### src/hw/overcurrent_pkg.sv
// Constants shared by the two-stage overcurrent decision logic.
// Assumes a 10 MHz system clock and a 1 ms timebase tick.
package overcurrent_pkg;

  // ----------------------------------------------------------------
  // Clock and timebase
  // ----------------------------------------------------------------
  localparam int CLK_NS   = 100;
  localparam int TICK_NS  = 1000000;
  localparam int TICK_CYC = (TICK_NS + CLK_NS - 1) / CLK_NS; // Cycles per tick
  localparam int TICK_MS  = 1;

  // ----------------------------------------------------------------
  // Human-scale durations, in ms, and their counts in ticks
  // ----------------------------------------------------------------
  localparam int T_STEP_MS   = 1000;
  localparam int T_ENTER_MS  = 10000;
  localparam int T_IRF_MS    = 5000;
  localparam int T_PULSE_MS  = 500;
  localparam int T_IDLE_MS   = 300000;
  localparam int T_INRUSH_MS = 60;
  localparam int CNT_W       = 19;
  localparam logic [CNT_W-1:0] TK_STEP   = CNT_W'(T_STEP_MS / TICK_MS);
  localparam logic [CNT_W-1:0] TK_ENTER  = CNT_W'(T_ENTER_MS / TICK_MS);
  localparam logic [CNT_W-1:0] TK_IRF    = CNT_W'(T_IRF_MS / TICK_MS);
  localparam logic [CNT_W-1:0] TK_PULSE  = CNT_W'(T_PULSE_MS / TICK_MS);
  localparam logic [CNT_W-1:0] TK_IDLE   = CNT_W'(T_IDLE_MS / TICK_MS);
  localparam logic [CNT_W-1:0] TK_INRUSH = CNT_W'(T_INRUSH_MS / TICK_MS);

  // ----------------------------------------------------------------
  // Threshold ratios, as fractions of FRAC_DEN
  // ----------------------------------------------------------------
  localparam int FRAC_DEN     = 100;
  localparam int INR_LOW_NUM  = 12;   // 0.12 x low-set
  localparam int INR_HIGH_NUM = 300;  // 3.0 x low-set
  localparam int INR_END_NUM  = 200;  // 2.0 x low-set
  localparam int HRANGE_RATIO = 5;    // Upper over lower high-set range
  localparam logic [6:0] SCALE_1   = 7'h01;
  localparam logic [6:0] SCALE_10  = 7'h0a;
  localparam logic [6:0] SCALE_100 = 7'h64;

  // ----------------------------------------------------------------
  // Switch bit positions and reset values
  // ----------------------------------------------------------------
  localparam int SW_LRANGE = 0;  // Bits 1 and 2
  localparam int SW_IDMT   = 2;
  localparam int SW_LATCH  = 3;
  localparam int SW_DOUBLE = 4;
  localparam int SW_HRANGE = 5;
  localparam int SW_HDLY   = 6;  // Bits 7 and 8
  localparam int BR_LOW    = 0;
  localparam int BR_HIGH   = 1;
  localparam logic [9:0] FAULT_CODE_RST = 10'h000;

  // ----------------------------------------------------------------
  // Trip-test selection and sequencer states
  // ----------------------------------------------------------------
  localparam logic [2:0] SEL_LS  = 3'h0;
  localparam logic [2:0] SEL_LT  = 3'h1;
  localparam logic [2:0] SEL_HS  = 3'h2;
  localparam logic [2:0] SEL_HT  = 3'h3;
  localparam logic [2:0] SEL_IRF = 3'h4;

  typedef enum logic [1:0] {
    ST_NORMAL    = 2'b00,
    ST_TEST      = 2'b01,
    ST_IRF_WAIT  = 2'b10,
    ST_IRF_PULSE = 2'b11
  } test_state_t;

endpackage

### src/hw/overcurrent_logic.sv
// Two-stage phase overcurrent decision logic with trip-test sequencer.
// Assumes currents and settings come from same-clock logic; buttons,
// blocking inputs and switches are pins and pass a synchroniser.
//
// What this block does
// - Reset held ten seconds on register 0 enters trip-test; digits and knob 1 flash.
// - In test, each one-second reset press advances the selected knob indicator.
// - Knob 1 selected plus both buttons forces low start and yellow indicator.
// - Knob 2 selected plus both buttons forces low trip and red indicator.
// - Knobs 3 and 4 force high start and high trip the same way.
// - Step at no-indicator position raises self-supervision after five seconds, then exits.
// - Reset held ten seconds at any selection in ST_TEST leaves test mode; the IRF wait and pulse ignore it.
// - A permanent internal fault lights the supervision indicator and raises the alarm.
// - Fault code shows red 1 plus three digits; only rst_n clears it, not button or serial resets.
// - Stage starts when a phase exceeds its start value; start and yellow on.
// - Started stage over its operate delay trips and lights red.
// - Indicators self-reset or latch; latched cleared by reset or serial commands.
// - Blocking inputs inhibit low and high stages when routed by switches.
// - Switch 3 picks definite or inverse time; switches 1, 2 pick range.
// - Switches 7 and 8 pick one of three high-stage delay ranges.
// - Switch 4 latches trips until both buttons or a serial reset.
// - Switch 5 doubles high start value while a starting situation lasts.
// - Starting situation: rise from under 0.12 to over 3.0 low-set within 60 ms.
// - Starting situation ends when currents fall below 2.0 low-set.
// - Switch 6 selects the high-set threshold range.
// - Infinite high setting keeps the high stage from ever starting or tripping.
// - Forced test outputs hold only while both buttons stay pressed.
// - Idle trip-test returns to normal after about five minutes.
`timescale 1ns/100ps
`default_nettype none

module overcurrent_logic #(
  parameter int CUR_W    = 12,
  parameter int DLY_W    = 12,
  parameter int TICK_DIV = overcurrent_pkg::TICK_CYC
) (
  input  wire logic             mclk,
  input  wire logic             rst_n,
  input  wire logic [CUR_W-1:0] phase_a,
  input  wire logic [CUR_W-1:0] phase_b,
  input  wire logic [CUR_W-1:0] phase_c,
  input  wire logic [2:0]       phase_en,
  input  wire logic [CUR_W-1:0] low_start_set,
  input  wire logic [CUR_W-1:0] high_start_set,
  input  wire logic             high_set_infinite,
  input  wire logic [DLY_W-1:0] low_delay_set,
  input  wire logic [DLY_W-1:0] high_delay_set,
  input  wire logic [3:0]       ind_latch_cfg,
  input  wire logic             step_btn,
  input  wire logic             reset_btn,
  input  wire logic             low_stage_block_in,
  input  wire logic             high_stage_block_in,
  input  wire logic [1:0]       block_route_switches,
  input  wire logic [7:0]       front_function_switches,
  input  wire logic             reg0_shown,
  input  wire logic             serial_reset_cmd_a,
  input  wire logic             serial_reset_cmd_b,
  input  wire logic             internal_fault,
  input  wire logic [9:0]       internal_fault_code,
  output logic                  low_stage_start,
  output logic                  low_stage_trip,
  output logic                  high_stage_start,
  output logic                  high_stage_trip,
  output logic                  self_supervision_alarm,
  output logic [1:0]            ind_yellow,
  output logic [1:0]            ind_red,
  output logic                  ind_supervision,
  output logic                  digit_flash,
  output logic [3:0]            knob_flash,
  output logic [1:0]            low_curve_group,
  output logic                  low_inverse_mode,
  output logic                  fault_code_valid,
  output logic [9:0]            fault_code
);
  import overcurrent_pkg::*;

  localparam int XW = CUR_W + 10;
  localparam int DW = DLY_W + 7;
  localparam int TW = $clog2(TICK_DIV + 1);

  function automatic logic [CUR_W-1:0] max3(input logic [CUR_W-1:0] a,
      input logic [CUR_W-1:0] b, input logic [CUR_W-1:0] c,
      input logic [2:0] en);
    logic [CUR_W-1:0] m;
    m = '0;
    if (en[0] && a > m) m = a;
    if (en[1] && b > m) m = b;
    if (en[2] && c > m) m = c;
    return m;
  endfunction

  // Three delay ranges, shared by both stages
  function automatic logic [6:0] range_scale(input logic [1:0] sel);
    logic [6:0] s;
    s = SCALE_1;
    if (sel == 2'b01) s = SCALE_10;
    if (sel[1]) s = SCALE_100;
    return s;
  endfunction

  // ----------------------------------------------------------------
  // Pin synchronisers
  // ----------------------------------------------------------------
  logic       step_s;
  logic       reset_s;
  logic [1:0] blk_s;
  logic [1:0] route_s;
  logic [7:0] sw_s;

  pin_sync #(.WIDTH(14)) u_pins (
    .mclk   (mclk),
    .rst_n  (rst_n),
    .pin_in ({step_btn, reset_btn, high_stage_block_in, low_stage_block_in,
              block_route_switches, front_function_switches}),
    .pin_out({step_s, reset_s, blk_s, route_s, sw_s})
  );

  // ----------------------------------------------------------------
  // Timebase prescaler
  // ----------------------------------------------------------------
  logic [TW-1:0] div_ff;
  logic [TW-1:0] nxt_div;
  logic          tick;

  // A one-cycle enable per tick keeps a single clock domain
  always_comb begin
    tick    = (div_ff == TW'(TICK_DIV - 1));
    nxt_div = tick ? '0 : div_ff + 1'b1;
  end

  always_ff @(posedge mclk or negedge rst_n) begin
    if (!rst_n) begin
      div_ff <= '0;
    end else begin
      div_ff <= nxt_div;
    end
  end

  // ----------------------------------------------------------------
  // Current sampling and starting-situation detector
  // ----------------------------------------------------------------
  logic [CUR_W-1:0] samp_ff;
  logic [CUR_W-1:0] nxt_samp;
  logic [CNT_W-1:0] win_ff;
  logic [CNT_W-1:0] nxt_win;
  logic             inrush_ff;
  logic             nxt_inrush;
  logic [XW-1:0]    samp_x;
  logic [XW-1:0]    low_x;

  always_comb begin
    samp_x     = XW'(samp_ff) * XW'(FRAC_DEN);
    low_x      = XW'(low_start_set);
    nxt_samp   = samp_ff;
    nxt_win    = win_ff;
    nxt_inrush = inrush_ff;
    if (tick) begin
      nxt_samp = max3(phase_a, phase_b, phase_c, phase_en);
      if (samp_x < low_x * XW'(INR_LOW_NUM)) begin
        nxt_win = TK_INRUSH;
      end else if (win_ff != '0) begin
        nxt_win = win_ff - 1'b1;
      end
      if (win_ff != '0 && samp_x > low_x * XW'(INR_HIGH_NUM)) begin
        nxt_inrush = 1'b1;
      end else if (samp_x < low_x * XW'(INR_END_NUM)) begin
        nxt_inrush = 1'b0;
      end
    end
  end

  always_ff @(posedge mclk or negedge rst_n) begin
    if (!rst_n) begin
      samp_ff   <= '0;
      win_ff    <= '0;
      inrush_ff <= 1'b0;
    end else begin
      samp_ff   <= nxt_samp;
      win_ff    <= nxt_win;
      inrush_ff <= nxt_inrush;
    end
  end

  // ----------------------------------------------------------------
  // Stage timers, trip latches and indicators
  // ----------------------------------------------------------------
  logic [DW-1:0] tmr_ff [2];
  logic [DW-1:0] nxt_tmr [2];
  logic [1:0]    hold_ff;
  logic [1:0]    nxt_hold;
  logic [1:0]    yel_ff;
  logic [1:0]    nxt_yel;
  logic [1:0]    red_ff;
  logic [1:0]    nxt_red;
  logic [XW-1:0] thr [2];
  logic [DW-1:0] dly [2];
  logic [1:0]    st_start;
  logic [1:0]    st_trip;
  logic [1:0]    blocked;
  logic          serial_clr;
  logic          both_held;
  logic          rst_rise;
  logic          step_rise;
  logic          rst_prev_ff;
  logic          step_prev_ff;
  test_state_t   state_ff;

  always_comb begin
    serial_clr = serial_reset_cmd_a | serial_reset_cmd_b;
    both_held  = step_s & reset_s;
    rst_rise   = reset_s & ~rst_prev_ff;
    step_rise  = step_s & ~step_prev_ff;
    blocked    = blk_s & route_s;
    thr[0]     = XW'(low_start_set);
    thr[1]     = sw_s[SW_HRANGE] ? XW'(high_start_set)
               : XW'(high_start_set) * XW'(HRANGE_RATIO);
    if (sw_s[SW_DOUBLE] && inrush_ff) begin
      thr[1] = thr[1] << 1;
    end
    dly[0] = DW'(low_delay_set) * DW'(range_scale(sw_s[SW_LRANGE +: 2]));
    dly[1] = DW'(high_delay_set) * DW'(range_scale(sw_s[SW_HDLY +: 2]));
    for (int i = 0; i < 2; i++) begin
      st_start[i] = (XW'(samp_ff) > thr[i]) && !blocked[i];
      st_trip[i]  = st_start[i] && (tmr_ff[i] >= dly[i]);
      nxt_tmr[i]  = tmr_ff[i];
      if (!st_start[i]) begin
        nxt_tmr[i] = '0;
      end else if (tick && tmr_ff[i] < dly[i]) begin
        nxt_tmr[i] = tmr_ff[i] + 1'b1;
      end
    end
    if (high_set_infinite) begin
      st_start[1] = 1'b0;
      st_trip[1]  = 1'b0;
    end
    // Latched trips clear on both buttons outside the test sequence
    for (int i = 0; i < 2; i++) begin
      nxt_hold[i] = (sw_s[SW_LATCH] & st_trip[i])
                  | (hold_ff[i] & ~(serial_clr | (both_held & state_ff == ST_NORMAL)));
      nxt_yel[i]  = st_start[i] | (ind_latch_cfg[2*i] & yel_ff[i]
                  & ~(serial_clr | rst_rise));
      nxt_red[i]  = st_trip[i] | (ind_latch_cfg[2*i+1] & red_ff[i]
                  & ~(serial_clr | rst_rise));
    end
  end

  always_ff @(posedge mclk or negedge rst_n) begin
    if (!rst_n) begin
      tmr_ff[0] <= '0;
      tmr_ff[1] <= '0;
      hold_ff   <= '0;
      yel_ff    <= '0;
      red_ff    <= '0;
    end else begin
      tmr_ff[0] <= nxt_tmr[0];
      tmr_ff[1] <= nxt_tmr[1];
      hold_ff   <= nxt_hold;
      yel_ff    <= nxt_yel;
      red_ff    <= nxt_red;
    end
  end

  // ----------------------------------------------------------------
  // Trip-test sequencer
  // ----------------------------------------------------------------
  test_state_t      nxt_state;
  logic [2:0]       sel_ff;
  logic [2:0]       nxt_sel;
  logic [CNT_W-1:0] press_ff;
  logic [CNT_W-1:0] nxt_press;
  logic [CNT_W-1:0] ph_ff;
  logic [CNT_W-1:0] nxt_ph;
  logic             rst_adv;
  logic             rst_long;
  logic [3:0]       force_vec;

  always_comb begin
    nxt_press = reset_s ? press_ff : '0;
    if (reset_s && tick && press_ff != TK_ENTER) begin
      nxt_press = press_ff + 1'b1;
    end
    rst_adv   = reset_s && tick && press_ff == TK_STEP - 1'b1;
    rst_long  = reset_s && tick && press_ff == TK_ENTER - 1'b1;
    nxt_state = state_ff;
    nxt_sel   = sel_ff;
    nxt_ph    = ph_ff;
    case (state_ff)
      ST_NORMAL: begin
        nxt_ph = '0;
        if (reg0_shown && rst_long && !step_s) begin
          nxt_state = ST_TEST;
          nxt_sel   = SEL_LS;
        end
      end
      ST_TEST: begin
        if (step_s || reset_s) begin
          nxt_ph = '0;
        end else if (tick) begin
          nxt_ph = ph_ff + 1'b1;
        end
        if (rst_long || (tick && ph_ff == TK_IDLE - 1'b1)) begin
          nxt_state = ST_NORMAL;
        end else if (rst_adv && !step_s) begin
          nxt_sel = (sel_ff == SEL_IRF) ? SEL_LS : sel_ff + 1'b1;
        end else if (step_rise && !reset_s && sel_ff == SEL_IRF) begin
          nxt_state = ST_IRF_WAIT;
          nxt_ph    = '0;
        end
      end
      ST_IRF_WAIT: begin
        if (tick) begin
          nxt_ph = ph_ff + 1'b1;
        end
        if (tick && ph_ff == TK_IRF - 1'b1) begin
          nxt_state = ST_IRF_PULSE;
          nxt_ph    = '0;
        end
      end
      ST_IRF_PULSE: begin
        if (tick) begin
          nxt_ph = ph_ff + 1'b1;
        end
        if (tick && ph_ff == TK_PULSE - 1'b1) begin
          nxt_state = ST_NORMAL;
        end
      end
      default: begin
        nxt_state = ST_NORMAL;
      end
    endcase
    // Forced indicators drop the cycle either button lets go; stage outputs a cycle later
    force_vec = '0;
    if (state_ff == ST_TEST && both_held && sel_ff != SEL_IRF) begin
      force_vec[sel_ff[1:0]] = 1'b1;
    end
  end

  always_ff @(posedge mclk or negedge rst_n) begin
    if (!rst_n) begin
      state_ff     <= ST_NORMAL;
      sel_ff       <= SEL_LS;
      press_ff     <= '0;
      ph_ff        <= '0;
      rst_prev_ff  <= 1'b0;
      step_prev_ff <= 1'b0;
    end else begin
      state_ff     <= nxt_state;
      sel_ff       <= nxt_sel;
      press_ff     <= nxt_press;
      ph_ff        <= nxt_ph;
      rst_prev_ff  <= reset_s;
      step_prev_ff <= step_s;
    end
  end

  // ----------------------------------------------------------------
  // Self-supervision and registered outputs
  // ----------------------------------------------------------------
  logic       fault_ff;
  logic       nxt_fault;
  logic [9:0] code_ff;
  logic [9:0] nxt_code;
  logic [3:0] out_ff;
  logic [3:0] nxt_out;
  logic       alarm_ff;
  logic       nxt_alarm;
  logic [3:0] knob_ff;
  logic [3:0] nxt_knob;

  // Only a power-on reset clears the fault, so the code survives servicing
  always_comb begin
    nxt_fault = fault_ff | internal_fault;
    nxt_code  = (internal_fault && !fault_ff) ? internal_fault_code : code_ff;
    nxt_alarm = nxt_fault | (nxt_state == ST_IRF_PULSE);
    nxt_out   = {st_trip[1] | hold_ff[1], st_start[1],
                 st_trip[0] | hold_ff[0], st_start[0]} | force_vec;
    nxt_knob  = '0;
    if (nxt_state == ST_TEST && nxt_sel != SEL_IRF) begin
      nxt_knob[nxt_sel[1:0]] = 1'b1;
    end
  end

  always_ff @(posedge mclk or negedge rst_n) begin
    if (!rst_n) begin
      fault_ff <= 1'b0;
      code_ff  <= FAULT_CODE_RST;
      alarm_ff <= 1'b0;
      out_ff   <= '0;
      knob_ff  <= '0;
    end else begin
      fault_ff <= nxt_fault;
      code_ff  <= nxt_code;
      alarm_ff <= nxt_alarm;
      out_ff   <= nxt_out;
      knob_ff  <= nxt_knob;
    end
  end

  assign low_stage_start        = out_ff[0];
  assign low_stage_trip         = out_ff[1];
  assign high_stage_start       = out_ff[2];
  assign high_stage_trip        = out_ff[3];
  assign self_supervision_alarm = alarm_ff;
  assign ind_supervision        = alarm_ff;
  assign ind_yellow             = yel_ff | {force_vec[2], force_vec[0]};
  assign ind_red                = red_ff | {force_vec[3], force_vec[1]};
  assign digit_flash            = (state_ff == ST_TEST);
  assign knob_flash             = knob_ff;
  assign low_curve_group        = sw_s[SW_LRANGE +: 2];
  assign low_inverse_mode       = sw_s[SW_IDMT];
  assign fault_code_valid       = fault_ff;
  assign fault_code             = code_ff;
endmodule
`default_nettype wire

### src/hw/pin_sync.sv
// Three-stage synchroniser for a group of slow pins.
// Assumes pins are asynchronous to mclk and change far slower than it.
`timescale 1ns/100ps
`default_nettype none

module pin_sync #(
  parameter int WIDTH = 1
) (
  input  wire logic             mclk,
  input  wire logic             rst_n,
  input  wire logic [WIDTH-1:0] pin_in,
  output logic      [WIDTH-1:0] pin_out
);

  logic [WIDTH-1:0] s1_ff;
  logic [WIDTH-1:0] s2_ff;
  logic [WIDTH-1:0] s3_ff;
  logic [WIDTH-1:0] q_ff;
  logic [WIDTH-1:0] nxt_q;

  // ----------------------------------------------------------------
  // Accept a change only once stages two and three agree
  // ----------------------------------------------------------------
  always_comb begin
    nxt_q = q_ff;
    for (int i = 0; i < WIDTH; i++) begin
      if (s2_ff[i] == s3_ff[i]) begin
        nxt_q[i] = s3_ff[i];
      end
    end
  end

  // Stage one feeds stage two only, so no metastable value leaks out
  always_ff @(posedge mclk or negedge rst_n) begin
    if (!rst_n) begin
      s1_ff <= '0;
      s2_ff <= '0;
      s3_ff <= '0;
      q_ff  <= '0;
    end else begin
      s1_ff <= pin_in;
      s2_ff <= s1_ff;
      s3_ff <= s2_ff;
      q_ff  <= nxt_q;
    end
  end

  assign pin_out = q_ff;

endmodule
`default_nettype wire

### config.mk
export PLATFORM = sky130hd
export DESIGN_NAME = overcurrent_logic
export DESIGN_NICKNAME = d
export VERILOG_FILES = /design/src/hw/overcurrent_pkg.sv /design/src/hw/overcurrent_logic.sv /design/src/hw/pin_sync.sv
export SDC_FILE = /design/constraint.sdc
export NUM_CORES = 1
export LEC_CHECK = 0
export ABC_AREA = 1
export BUFFER_PORTS_ARGS = -buffer_cell sky130_fd_sc_hd__buf_2
export CAP_MARGIN = 15
export CORE_MARGIN = 2
export CORE_UTILIZATION = 55
export CTS_CLUSTER_DIAMETER = 120
export CTS_CLUSTER_SIZE = 14
export DETAILED_ROUTE_END_ITERATION = 10
export GPL_ROUTABILITY_DRIVEN = 0
export GPL_TIMING_DRIVEN = 0
export PLACE_DENSITY_LB_ADDON = 0.25
export SLEW_MARGIN = 20
export SYNTH_ARGS = -nofsm -noshare
export SYNTH_HDL_FRONTEND = slang
export SYNTH_HIERARCHICAL = 1
export SYNTH_SLANG_ARGS = --single-unit
### constraint.sdc
create_clock -name mclk -period 6.71 [get_ports mclk]
set_input_delay 2.013 -clock mclk [delete_from_list [all_inputs] [get_ports mclk]]
set_output_delay 2.013 -clock mclk [all_outputs]
set_load 0.01 [all_outputs]
==> metrics.yaml <==
floorplanning:
  start_util: 0.555
  core_mm2: 0.0419
  die_y_um: 209
  rows: 75
  ioPinCount: 151
  die_x_um: 209
  dieArea_mm2: 0.0439
yosys:
  yosysTopAreaCellShare: 0.227
  synthesis.area_mm2: 0.0232
  synth_cells: 3017
  synth_largest_area_cell: "dfrtp_1"
  synth_edf_count: 0
  synth-main-ff-cell: "dfrtp_1"
  async_flop_share: 1.00
  yosys-top-cells-count: "584 x nand2_1, 534 x inv_1, 383 x ha_1"
  yosysWarnings: 6
  syn_area_per_cell_um2: 7.70
  ys_seq_area_frac: 0.227
  synth_most_common_cell: "nand2_1"
  ys_ff_latch: 211
  synth_cell_type_count: 57
  synth.area.top_cells: "dfrtp_1 23%, ha_1 21%, fa_1 9.7%, nand2_1 9.4%, inv_1 8.6%"
  synth_fp_nets: 3634
setup_path:
  worstRegToRegCells: 28
  regToRegSetupSlack_ns: 0.15
  critPathCaptureType: "flip-flop"
  r2r-start: "u_pins/pin_out[7]$_DFFE_PN0N_"
  cp.arrival_ns: 7.02
  startpoint_type: "input port"
  crit_start: "high_delay_set[7]"
  crit_type: "input port to flip-flop"
  crit_fanout: 6
  crit_top_cell: "fa_1"
  worstReg2RegEnd: "tmr_ff[10]$_DFFE_PN0P_"
  crit_slowest_cell: "fa_1"
  max_stage_delay_ns: 0.60
  worstPathRequired_ns: 7.09
  critical_path.endpoint: "tmr_ff[10]$_DFFE_PN0P_"
drt:
  wl_um: 54800
  drt-initial-drc-count: 1114
  drc: 0
  vias: 20200
  vias_per_cell: 5.37
  ant_nets: 0
  wl_per_cell_um: 14.6
  drtPass1Iterations: 9
final_layout:
  final_layout_size_suffix_gt1_frac: 0.134
  syn_to_final_growth_pct: 13.4
  antennaDiodeCount: 0
  final_core_util: 0.629
  final_cells: 3762
  final_nets: 3838
cts:
  root_buffer: "clkbuf_16"
  hold_buffers: 0
  cts_inserted_buffers: 19
  cts.sinks: 211
  clk-insertion-delay-late_ns: 0.51
  htreeDepth: 1
  cts_tree: "yes"
  cts_buffer_depth: 3
  clk_pin_slew_worst_paths_ns: 0.06
global_route:
  grt_pass1_wl_um: 93300
  antenna_found_initial: 0
  grt_use_total: 0.251
  grt_overflow: 0
  grt_max_degree: 102
  grt_pass1_vias: 20500
sta:
  fin_crit_ns: 6.64
  setup_tns_ns: 0
  worst_pin_slew_ns: 0.766
  finalSetupViolCount: 0
  clock-skew-final_ns: 0.0134
  drv_slew: 0
  rsz0062_at_grt: "true"
  fmax_ghz: 0.151
  relSlewSlack: 0.488
  period_share: 0.989
  hold_viol: 0
power_and_ir_drop:
  power.internal_uw: 3060
  power_frac_comb: 0.556
  pwr-share-seq: 0.254
  p_leak_uw: 0.0142
  p_per_area_mw_per_mm2: 199
  vdd_ir_drop_max_v: 0.000147
  clkPwrFrac: 0.190
  switching_power_uw: 2190
  p_sw_frac: 0.417
  total_power_uw: 5250
place:
  dp.cells: 3708
  dpl.hpwl_um: 43400
  port_buffers: 150
flow_run:
  max-cap-violations: 0
worst_hold_path:
  min_path_type: "flip-flop to flip-flop"
status:
  status: "completed"
critical path, delay by kind of cell:
| kind | cells | cell delay, ns |
|---|---|---|
| fa+ha+maj | 6 | 2.69 |
| compound gates | 7 | 0.90 |
| simple gates | 10 | 0.87 |
| buf+inv | 4 | 0.41 |
| xor+xnor | 1 | 0.12 |
logic make-up (layout without fill, tap and decap cells):
group,after synthesis,in the layout,synth area share
xor gates and xnor gates,147,147,0.0554
buffers and inverters,577,783,0.0946
AOI/OAI and AO/OA,354,354,0.0842
DFF,211,211,0.227
muxes,11,11,0.00528
adders and majority gates,495,495,0.303
and+or+nand+nor,1222,1222,0.230
registers in the layout, indices dropped and copies added (netlist names):
signal and cells:
tmr_ff 38, ph_ff 19, press_ff 19, win_ff 19, div_ff 14, u_pins/pin_out 14
u_pins/s1_ff 14, u_pins/s2_ff 14, u_pins/s3_ff 14, samp_ff 12, fault_code 10, knob_flash 4
out_ff 4, sel_ff 3, hold_ff 2, red_ff 2, state_ff 2, yel_ff 2
fault_code_valid 1, ind_supervision 1, inrush_ff 1, rst_prev_ff 1, step_prev_ff 1
final cells by class:
type | count | area (um^2)
Buffer | 33 | 220
Clock buffer | 20 | 479
Clock inverter | 3 | 25.0
Fill cell | 3589 | 15500
Inverter | 544 | 2050
Multi-Input combinational cell | 2229 | 16500
Sequential cell | 211 | 5280
Tap cell | 539 | 674
Timing Repair Buffer | 182 | 1110
Timing Repair inverter | 1 | 8.76
how the worst min path moves through the flow:
| stage | startpoint | to | slack [ns] | cells past startpoint |
|---|---|---|---|---|
| after detailed placement | u_pins/s1_ff[3]$_DFF_PN0_ | u_pins/s2_ff[3]$_DFF_PN0_ | 0.33 | 0 |
| after floorplan | u_pins/s1_ff[0]$_DFF_PN0_ | u_pins/s2_ff[0]$_DFF_PN0_ | 0.33 | 0 |
| after CTS | u_pins/s1_ff[3]$_DFF_PN0_ | u_pins/s2_ff[3]$_DFF_PN0_ | 0.35 | 0 |
| after global placement | u_pins/s1_ff[0]$_DFF_PN0_ | u_pins/s2_ff[0]$_DFF_PN0_ | 0.33 | 0 |
| final | u_pins/s1_ff[3]$_DFF_PN0_ | u_pins/s2_ff[3]$_DFF_PN0_ | 0.35 | 0 |
| after global routing | u_pins/s1_ff[9]$_DFF_PN0_ | u_pins/s2_ff[9]$_DFF_PN0_ | 0.36 | 0 |
layer usage:
metal / vias up / GRT usage / share of wire
met5: - / 0 / 0
met3: 97 / 0.0205 / 0.036
li1: 10200 / - / -
met1: 9543 / 0.328 / 0.45
met2: 413 / 0.453 / 0.50
met4: 0 / 0.0602 / 0.021
power by group through the flow:
stage	registers, uW	logic, uW	clock network, uW
floorplan	1350	1940	0
global placement	1360	2410	0
detailed placement	1360	2510	0
CTS	1330	2640	1030
global route	1340	3320	1070
finish	1330	2920	997
cells in the final DEF, fill, tap and decap left out, drive strengths merged, types with 3 or more instances in the layout:
cell type / synthesis / layout
a21boi: 5 / 5
clkinv: 4 / 4
nand3b: 6 / 6
mux2: 10 / 10
o21a: 5 / 5
ha: 383 / 383
nor4: 20 / 20
buf: 14 / 198
a21oi: 166 / 166
a211oi: 7 / 7
or2: 6 / 6
xor2: 93 / 93
a21o: 6 / 6
o21bai: 17 / 17
o21ai: 119 / 119
nand4: 68 / 68
nand3: 162 / 162
inv: 540 / 544
nand2: 608 / 608
fa: 112 / 112
o22ai: 10 / 10
nor3: 57 / 57
nor2: 290 / 290
a31oi: 5 / 5
xnor2: 54 / 54
dfrtp: 211 / 211
clkbuf: 19 / 37
a31o: 3 / 3
stage by stage:
stage                     hold slack (ns)  cell area, um^2  setup slack (ns)
after floorplan                     0.331            23300           -0.0185
after global placement              0.331            24800            -0.793
after global routing                0.357            26300            -0.179
final                               0.349            26300            0.0739
after CTS                           0.350            25600           0.00982
after detailed placement            0.335            24800            -0.908
repair_timing:
item,CTS,global route
cloned,2,2
resized for setup,39,166
setup endpoints to repair,44,45
pin swaps,24,100
setup buffers,10,17
(Power assumes the default switching activity.)
